`src/shared/saar_pkg.sv`:
```
`default_nettype none
package saar_pkg;

  // ----------------------------------------------------------------
  // Register map
  // ----------------------------------------------------------------
  localparam int unsigned ADDR_W          = 12;
  localparam logic [11:0] ENABLE_ACK_OFS  = 12'h024;
  localparam logic [11:0] ATTR_CTRL_OFS   = 12'h028;

  // ----------------------------------------------------------------
  // Field layout of memory_attr_control
  // ----------------------------------------------------------------
  localparam int unsigned ATTR_W          = 12;
  localparam int unsigned STRUCT_SH_LSB   = 10;
  localparam int unsigned STRUCT_OC_LSB   = 8;
  localparam int unsigned STRUCT_IC_LSB   = 6;
  localparam int unsigned RING_SH_LSB     = 4;
  localparam int unsigned RING_OC_LSB     = 2;
  localparam int unsigned RING_IC_LSB     = 0;
  localparam int unsigned GROUP_LSB_HI    = 6;

  // ----------------------------------------------------------------
  // Field layout of enable_ack_status
  // ----------------------------------------------------------------
  localparam int unsigned EN_W            = 4;
  localparam int unsigned EN_TRANSLATE    = 0;
  localparam int unsigned EN_PAGE_REQ     = 1;
  localparam int unsigned EN_EVENT        = 2;
  localparam int unsigned EN_COMMAND      = 3;

  // ----------------------------------------------------------------
  // Attribute encodings
  // ----------------------------------------------------------------
  typedef enum logic [1:0] {
    SAAR_SH_NON   = 2'h0,
    SAAR_SH_RSVD  = 2'h1,
    SAAR_SH_OUTER = 2'h2,
    SAAR_SH_INNER = 2'h3
  } saar_share_t;

  typedef enum logic [1:0] {
    SAAR_CA_NONE  = 2'h0,
    SAAR_CA_WB    = 2'h1,
    SAAR_CA_WT    = 2'h2,
    SAAR_CA_RSVD  = 2'h3
  } saar_cache_t;

  // Raw field group as stored, and decoded attribute as applied.
  typedef struct packed {
    logic [1:0] share;
    logic [1:0] outer;
    logic [1:0] inner;
  } saar_group_t;

  typedef struct packed {
    saar_share_t share;
    saar_cache_t outer;
    saar_cache_t inner;
  } saar_attr_t;

  localparam logic [5:0]  GROUP_RST_VAL   = 6'h00;
  localparam logic [3:0]  CACHE_SUPPORTED = 4'h7;
  localparam logic [31:0] READ_ZERO       = 32'h0000_0000;

endpackage
`default_nettype wire

```
`src/hdl/saar_attr_regs.sv`:
```
`timescale 1ns/100ps
`default_nettype none
module saar_attr_regs
  import saar_pkg::*;
#(
  parameter int unsigned NUM_ENH_RINGS   = 2,
  parameter bit          STRUCT_PRESET   = 1'b0,
  parameter logic [5:0]  STRUCT_PRESET_V = 6'h15,
  parameter bit          RING_PRESET     = 1'b0,
  parameter logic [5:0]  RING_PRESET_V   = 6'h15,
  parameter logic [3:0]  CACHE_SUPPORT   = CACHE_SUPPORTED
) (
  // Clock and reset
  input  wire logic                     core_clk,
  input  wire logic                     sys_rst,
  // Register port
  input  wire logic                     reg_req,
  input  wire logic                     reg_wr,
  input  wire logic [ADDR_W-1:0]        reg_addr,
  input  wire logic [31:0]              reg_wdata,
  output logic                          reg_ack,
  output logic [31:0]                   reg_rdata,
  // Enables from main_enable_control and completion pulses from the datapath
  input  wire logic [EN_W-1:0]          main_enable,
  input  wire logic [EN_W-1:0]          enable_settled,
  input  wire logic [NUM_ENH_RINGS-1:0] enhanced_cmd_ring_enable,
  input  wire logic [NUM_ENH_RINGS-1:0] enhanced_cmd_ring_enable_ack,
  // Allocation hints held in the base registers
  input  wire logic [1:0]               stream_table_base_hint,
  input  wire logic [1:0]               command_ring_hint,
  input  wire logic [1:0]               event_ring_hint,
  input  wire logic [1:0]               page_request_ring_hint,
  // Access requests for memory type checking
  input  wire logic                     stream_entry_fetch_req,
  input  wire logic                     ring_access_req,
  // Effective attributes, acknowledgement status and access faults
  output saar_attr_t                    structure_fetch_attr,
  output saar_attr_t                    ring_access_attr,
  output logic [1:0]                    stream_table_hint_eff,
  output logic [1:0]                    command_ring_hint_eff,
  output logic [1:0]                    event_ring_hint_eff,
  output logic [1:0]                    page_request_ring_hint_eff,
  output logic [EN_W-1:0]               enable_ack_status,
  output logic                          stream_entry_fetch_fault,
  output logic                          ring_access_abort
);

  // ----------------------------------------------------------------
  // Decode helpers
  // ----------------------------------------------------------------
  function automatic saar_cache_t dec_cache(input logic [1:0] code);
    dec_cache = (code == SAAR_CA_RSVD) ? SAAR_CA_NONE : saar_cache_t'(code);
  endfunction

  function automatic saar_attr_t dec_group(input saar_group_t g);
    saar_attr_t a;
    a.outer = dec_cache(g.outer);
    a.inner = dec_cache(g.inner);
    if (g.outer == SAAR_CA_NONE && g.inner == SAAR_CA_NONE) begin
      a.share = SAAR_SH_OUTER;
    end else if (g.share == SAAR_SH_RSVD) begin
      a.share = SAAR_SH_NON;
    end else begin
      a.share = saar_share_t'(g.share);
    end
    dec_group = a;
  endfunction

  function automatic logic is_cacheable(input saar_attr_t a);
    is_cacheable = (a.outer != SAAR_CA_NONE) || (a.inner != SAAR_CA_NONE);
  endfunction

  function automatic logic is_supported(input saar_attr_t a);
    is_supported = CACHE_SUPPORT[a.outer] && CACHE_SUPPORT[a.inner];
  endfunction

  // ----------------------------------------------------------------
  // State
  // ----------------------------------------------------------------
  saar_group_t     struct_grp_reg;
  saar_group_t     struct_grp_next;
  saar_group_t     ring_grp_reg;
  saar_group_t     ring_grp_next;
  logic [EN_W-1:0] ack_reg;
  logic [EN_W-1:0] ack_next;

  // ----------------------------------------------------------------
  // Register port decode
  // ----------------------------------------------------------------
  wire logic hit_ack   = reg_addr == ENABLE_ACK_OFS;
  wire logic hit_attr  = reg_addr == ATTR_CTRL_OFS;
  wire logic attr_wr   = reg_req && reg_wr && hit_attr;

  // Guards look at both the request and its acknowledgement, so a write
  // landing while an enable is still settling is refused as well.
  wire logic struct_open = !main_enable[EN_TRANSLATE] && !ack_reg[EN_TRANSLATE];
  wire logic ring_open   = !main_enable[EN_COMMAND] && !ack_reg[EN_COMMAND]
                        && !main_enable[EN_EVENT] && !ack_reg[EN_EVENT]
                        && !main_enable[EN_PAGE_REQ] && !ack_reg[EN_PAGE_REQ]
                        && !(|enhanced_cmd_ring_enable)
                        && !(|enhanced_cmd_ring_enable_ack);

  // Preset groups ignore writes entirely, so readback always equals the
  // fixed value in use and the effective attribute cannot move.
  wire logic struct_wr_ok = attr_wr && struct_open && !STRUCT_PRESET;
  wire logic ring_wr_ok   = attr_wr && ring_open && !RING_PRESET;

  wire saar_group_t wr_struct = reg_wdata[STRUCT_IC_LSB +: GROUP_LSB_HI];
  wire saar_group_t wr_ring   = reg_wdata[RING_IC_LSB +: GROUP_LSB_HI];

  assign struct_grp_next = struct_wr_ok ? wr_struct : struct_grp_reg;
  assign ring_grp_next   = ring_wr_ok ? wr_ring : ring_grp_reg;

  // Only ack bits whose change has completed take the new enable value.
  assign ack_next = (ack_reg & ~enable_settled) | (main_enable & enable_settled);

  wire logic [31:0] rd_attr = {{(32-ATTR_W){1'b0}}, struct_grp_reg, ring_grp_reg};
  wire logic [31:0] rd_ack  = {{(32-EN_W){1'b0}}, ack_reg};
  wire logic [31:0] rd_mux  = hit_attr ? rd_attr : (hit_ack ? rd_ack : READ_ZERO);

  // ----------------------------------------------------------------
  // Effective attributes
  // ----------------------------------------------------------------
  wire saar_attr_t struct_eff = dec_group(struct_grp_reg);
  wire saar_attr_t ring_eff   = dec_group(ring_grp_reg);
  wire logic       struct_ca  = is_cacheable(struct_eff);
  wire logic       ring_ca    = is_cacheable(ring_eff);

  // ----------------------------------------------------------------
  // Storage
  // ----------------------------------------------------------------
  // Without a preset the fields power up undefined in principle; zero is
  // used so that simulation stays free of unknowns.
  always_ff @(posedge core_clk) begin
    if (sys_rst) begin
      struct_grp_reg <= STRUCT_PRESET ? STRUCT_PRESET_V : GROUP_RST_VAL;
      ring_grp_reg   <= RING_PRESET ? RING_PRESET_V : GROUP_RST_VAL;
      ack_reg        <= '0;
    end else begin
      struct_grp_reg <= struct_grp_next;
      ring_grp_reg   <= ring_grp_next;
      ack_reg        <= ack_next;
    end
  end

  // Writes to the acknowledgement offset fall through here untouched.
  always_ff @(posedge core_clk) begin
    if (sys_rst) begin
      reg_ack   <= 1'b0;
      reg_rdata <= READ_ZERO;
    end else begin
      reg_ack   <= reg_req;
      reg_rdata <= (reg_req && !reg_wr) ? rd_mux : READ_ZERO;
    end
  end

  // ----------------------------------------------------------------
  // Outputs
  // ----------------------------------------------------------------
  always_ff @(posedge core_clk) begin
    if (sys_rst) begin
      structure_fetch_attr       <= '0;
      ring_access_attr           <= '0;
      stream_table_hint_eff      <= '0;
      command_ring_hint_eff      <= '0;
      event_ring_hint_eff        <= '0;
      page_request_ring_hint_eff <= '0;
      enable_ack_status          <= '0;
      stream_entry_fetch_fault   <= 1'b0;
      ring_access_abort          <= 1'b0;
    end else begin
      structure_fetch_attr       <= struct_eff;
      ring_access_attr           <= ring_eff;
      stream_table_hint_eff      <= struct_ca ? stream_table_base_hint : 2'h0;
      command_ring_hint_eff      <= ring_ca ? command_ring_hint : 2'h0;
      event_ring_hint_eff        <= ring_ca ? event_ring_hint : 2'h0;
      page_request_ring_hint_eff <= ring_ca ? page_request_ring_hint : 2'h0;
      enable_ack_status          <= ack_next;
      stream_entry_fetch_fault   <= stream_entry_fetch_req && !is_supported(struct_eff);
      ring_access_abort          <= ring_access_req && !is_supported(ring_eff);
    end
  end

endmodule
`default_nettype wire

```
`config.mk`:
```
export PLATFORM = sky130hd
export DESIGN_NAME = saar_attr_regs
export DESIGN_NICKNAME = d
export VERILOG_FILES = /design/src/shared/saar_pkg.sv /design/src/hdl/saar_attr_regs.sv
export SDC_FILE = /design/constraint.sdc
export NUM_CORES = 1
export LEC_CHECK = 0
export BUFFER_PORTS_ARGS = -buffer_cell sky130_fd_sc_hd__buf_2
export CAP_MARGIN = 20
export CORE_MARGIN = 2
export CORE_UTILIZATION = 46
export CTS_CLUSTER_SIZE = 20
export DETAILED_ROUTE_END_ITERATION = 10
export GPL_ROUTABILITY_DRIVEN = 0
export PLACE_DENSITY = 0.87
export SLEW_MARGIN = 5
export SYNTH_ARGS = -nofsm -noshare
export SYNTH_HDL_FRONTEND = slang
export SYNTH_SLANG_ARGS = --single-unit
```
`constraint.sdc`:
```
create_clock -name core_clk -period 3.3 [get_ports core_clk]
set_input_delay 0.33 -clock core_clk [delete_from_list [all_inputs] [get_ports core_clk]]
set_output_delay 0.33 -clock core_clk [all_outputs]
set_load 0.02 [all_outputs]
```
* Word level (Yosys, flattened, before mapping)
Index checks and enable logic that the tools add are counted.
** Storage, ports and cells
- Word-level logic and storage cells :: 111
- Output and inout port bits :: 59
- Bits in registers :: 71
** Cells by class
- $lt $le $gt $ge :: 4
- Mux-type cells :: 18
- Reductions and logical operators :: 50
- Bitwise logic cells :: 7
- Equal/unequal tests :: 8
** Operators by type and width (count)
- $eq 12x6->1 const B :: 2
- $logic_and 1x1->1 :: 19
- $mux 2 :: 8
- $logic_not 1->1 :: 13
- $lt 2x3->1 const B :: 4
- $mux 12 :: 1
- $reduce_or 2->1 :: 5
- $reduce_or 3->1 :: 3
- $and 4x4->4 :: 2
- $bmux 1 s2 :: 4
- $eq 2x2->1 const B :: 4
- $logic_not 2->1 :: 4
- $reduce_bool 2->1 :: 4
- $eq 2x1->1 const B :: 2
- $mux 1 :: 4
- $mux 4 :: 1
- $not 4->4 :: 1
- $or 4x4->4 :: 1
- $not 1->1 :: 3
- $logic_or 1x1->1 :: 2

* Longest topological paths before layout
- Word-level depth :: 9
- Mapped depth :: 5

* Least setup slack after synthesis
No wires, ideal clock.
- Path type :: input-to-reg
- From :: in reg_addr[7]
- To :: reg struct_grp_reg (netlist bit rd_attr[10])
- Library setup time :: 72 ps
- Data arrival time :: 1410 ps
- Stages on the path :: 4
- Slack :: 1819 ps
- Path through :: nor4b_4 > nand3_2 > nor4_4 > mux2i_1
** Between the ends
- Longest elaborated chain between the ends :: 3
** Ends and longest elaborated chain
- start: declaration :: line saar_attr_regs.sv:19 : input wire logic [ADDR_W-1:0] reg_addr,
- $eq 12x6->1 :: line saar_attr_regs.sv:91 : wire logic hit_attr = reg_addr == ATTR_CTRL_OFS;
- $logic_and 1x1->1 :: line saar_attr_regs.sv:92 : wire logic attr_wr = reg_req && reg_wr && hit_attr;
- $logic_and 1x1->1 :: line saar_attr_regs.sv:105 : wire logic struct_wr_ok = attr_wr && struct_open && !STRUCT_PRESET;
- end signal: assignment :: line saar_attr_regs.sv:136 : struct_grp_reg <= STRUCT_PRESET ? STRUCT_PRESET_V : GROUP_RST_VAL;
- end signal: assignment :: line saar_attr_regs.sv:140 : struct_grp_reg <= struct_grp_next;
- end: declaration :: line saar_attr_regs.sv:80 : saar_group_t struct_grp_reg;
Every way passes these cells.
A chain may end at the register's enable or synchronous reset.

* Worst setup path in the final report
- From :: in reg_addr[7]
- To :: reg reg_rdata[1]
** Between the ends
- Longest elaborated chain between the ends :: 3
- Elaborated cells on any way between the ends :: 4
- Those cells by class :: eq/ne: 2; mux: 2
** Ends and longest elaborated chain
- $eq 12x6->1 :: line saar_attr_regs.sv:90 : wire logic hit_ack = reg_addr == ENABLE_ACK_OFS;
- $mux 4 :: line saar_attr_regs.sv:119 : wire logic [31:0] rd_mux = hit_attr ? rd_attr : (hit_ack ? rd_ack : READ_ZERO);
- $mux 12 (*) :: line saar_attr_regs.sv:119
- end signal: assignment :: line saar_attr_regs.sv:153 : reg_rdata <= (reg_req && !reg_wr) ? rd_mux : READ_ZERO;
- end: declaration :: line saar_attr_regs.sv:22 : output logic [31:0] reg_rdata,
Mark *: on every way between the ends. The rest lies on a longest branch, timed or not.

==> flow_summary.json <==
{
  "outcome": "finished clean",
  "ys_seq_elements": 51,
  "synth_top_cells_by_count": "dfxtp_1 (51), nand2b_1 (24), buf_4 (20)",
  "slew_viol_final": 0,
  "synth_most_common_cell": "dfxtp_1",
  "hold_path.startpoint": "command_ring_hint[0]",
  "fin_crit_sh_pct": 50.9,
  "regArea_um2": 1020,
  "ys_seq_area_share_pct": 47.4,
  "rows": 24,
  "path_cells": "buf_2 > nor4b_4 > nand4_1 > nor3b_2 > a22o_1",
  "vias_per_cell": 4.59,
  "cts_hold_buf": 0,
  "setup_viol": 0,
  "fp.dieW_um": 72.4,
  "setup.worst_path.start": "reg_addr[7]",
  "crit_fanout": 12,
  "synth_area_leaders": "dfxtp_1 (47%), mux2i_1 (7.4%), buf_4 (7.0%)",
  "cp.arrival_ns": 1.93,
  "multi_input_area_um2": 987,
  "layout_setup_ws_ns": 1.62,
  "fp.coreArea_um2": 4440,
  "cts_htree_levels": 2,
  "cts_made_buffers": 5,
  "die_area_um2": 5240,
  "tns_ns": 0,
  "syn2layout_area_growth_pct": 22.8,
  "syn_area_um2": 2150,
  "antenna_cells": 0,
  "cts_buffer_depth": 2,
  "cap_violations": 0,
  "clock-root-buffer": "clkbuf_8",
  "drive_gt1_share_pct": 34.8,
  "synth-async-reset-ratio_pct": 0,
  "postRouteAntennaNets": 0,
  "antenna_found_initial": 0,
  "synth_area_leader_cell": "dfxtp_1",
  "clock_skew_ns": 0.00407,
  "r2r_slack_ns": 1.73,
  "avgSynthCellArea_um2": 10.6,
  "cp_top_family": "simple AND/OR/NAND/NOR gates",
  "rsz0062_at_grt": "no",
  "postCtsSetupBuffers": 0,
  "p_int_w": 0.000806,
  "cellLeakagePower_nw": 1.26,
  "path_class": "input pin to flip-flop",
  "grt.overflow.total": 0,
  "grt_max_degree": 43,
  "p_seq_share_pct": 59.1,
  "hpwlAfterDp_um": 3130,
  "tightest_slew_ns": 0.771,
  "drc_errors": 0,
  "fill_cells": 370,
  "grtUsageTotal_pct": 15.3,
  "place_ws_ns": 1.31,
  "required_ns": 3.55,
  "critPathMaxStageDelay_ns": 0.69,
  "cp-end-kind": "flip-flop",
  "hp-class": "input pin to flip-flop",
  "peakVddDrop_mv": 0.156,
  "io_buffer_count": 88,
  "holdWs_ns": 0.223,
  "crit_slowest_cell": "nor3b_2",
  "die_h_um": 72.4,
  "p_per_area_nw_per_um2": 399,
  "hold_viol": 0,
  "fin_nets": 374,
  "synth_flop_cell": "dfxtp_1",
  "cts_tree": "built",
  "initial_core_util_pct": 48.4,
  "grt_pass1_vias": 1393,
  "cts_resized": 0,
  "cts.sinks": 51,
  "synth_warnings": 0,
  "vias": 1585,
  "drtIter0Drc": 59,
  "clock_latency_ns": 0.30,
  "io_pins": 129,
  "clk_pin_slew_ns": 0.09,
  "grt_pass1_wl_um": 6050,
  "synth_top_area_share_pct": 47.4,
  "min_period_ns": 1.68,
  "combPwrFrac_pct": 8.7,
  "ys_types": 27,
  "fmax_ghz": 0.596,
  "p_sw_w": 0.000248,
  "p_clk_share_pct": 32.2,
  "crit_path_start_kind": "input pin",
  "maxSlewHeadroom_pct": 48.3,
  "wirelength_um": 4010,
  "synth_edf_count": 0,
  "wire_per_inst_um": 11.6,
  "worst-path-buf-inv": 1,
  "syn_inst": 203,
  "switching_share_pct": 23.6,
  "dr.pass1.iters": 4
}
kinds of logic after synthesis:
family                     share of synthesized area (%)
adders and majority gates                           6.98
other                                              0.174
buffers and inverters                               10.0
AOI/OAI and AO/OA                                   3.84
and+or+nand+nor                                     24.1
muxes                                               7.44
DFF                                                 47.4
metal layers:
metal | share of wire, % | global-route usage [%] | vias to the layer above
met3 | 11 | 6.67 | 6
met1 | 40 | 16.1 | 700
met2 | 47 | 27.4 | 88
met4 | 1.3 | 4.94 | 0
met5 | 0 | 0 | -
li1 | - | - | 791
flip-flops by register name, indices dropped and copies added, names as in the netlist, named ones only:
signal and count:
reg_rdata 12, page_request_ring_hint_eff 2, stream_table_hint_eff 2, ring_access_attr 6, rd_attr 12, command_ring_hint_eff 2
event_ring_hint_eff 2, structure_fetch_attr 6, stream_entry_fetch_fault 1, ring_access_abort 1, reg_ack 1
worst reg2reg max path, delay by kind of cell, from the launching register on:
family / cells / cell delay, ns
and+or+nand+nor: 3 / 0.92
DFF: 1 / 0.34
muxes: 1 / 0.24
cell usage in the layout (no fill, tap or decap):
master and count:
clkbuf_8 5, nor3_4 2, buf_2 88, clkinv_2 1
nor4b_4 2, a21oi_1 2, a22o_1 4, conb_1 20
nor2b_1 11, nor2_1 12, nor4_4 1, a211oi_1 2
nor3b_1 1, nand2_1 1, inv_1 12, and2_1 14
mux2i_1 16, o21bai_1 1, nand2b_1 24, a22oi_1 2
clkbuf_1 1, nand3_2 1, ha_1 12, dfxtp_1 51
nand3b_1 1, nand4_1 2, clkinvlp_4 1, nor3b_2 1
nor4_1 2
final timing paths:
check | to | cells after the start
setup / recovery | reg_rdata[1] | 5
hold / removal | command_ring_hint_eff[0] | 2
setup reg to reg | rd_attr[2] | 4
hold reg to reg | ring_access_attr[4] | 2
through the flow:
stage / cells / utilization [%] / total power [W] / cell area, um^2
after detailed placement: 337 / 57.6 / 0.000730 / 2560
after global routing: 345 / 59.5 / 0.00110 / 2640
after CTS: 345 / 59.5 / 0.00106 / 2640
after floorplan: 222 / - / 0.000706 / 2220
final: 345 / 59.5 / 0.00105 / 2640
after global placement: 337 / 57.6 / 0.000728 / 2560
layout make-up:
cell class              count  share of cell area, %
clock inverters             2                  0.473
well taps                  52                   2.46
clock buffers               6                   2.74
multi-input cells         134                   37.3
repair buffers             88                   16.7
flip-flops and latches     51                   38.6
inverters                  12                   1.70
power groups by stage:
stage               clock network [W]  logic (W)  registers [W]
finish                       0.000339  0.0000914       0.000623
global route                 0.000375   0.000100       0.000624
CTS                          0.000349  0.0000920       0.000623
detailed placement                  0  0.0000918       0.000638
global placement                    0  0.0000906       0.000638
floorplan                           0  0.0000623       0.000643
Power figures use the tool's default switching activity.
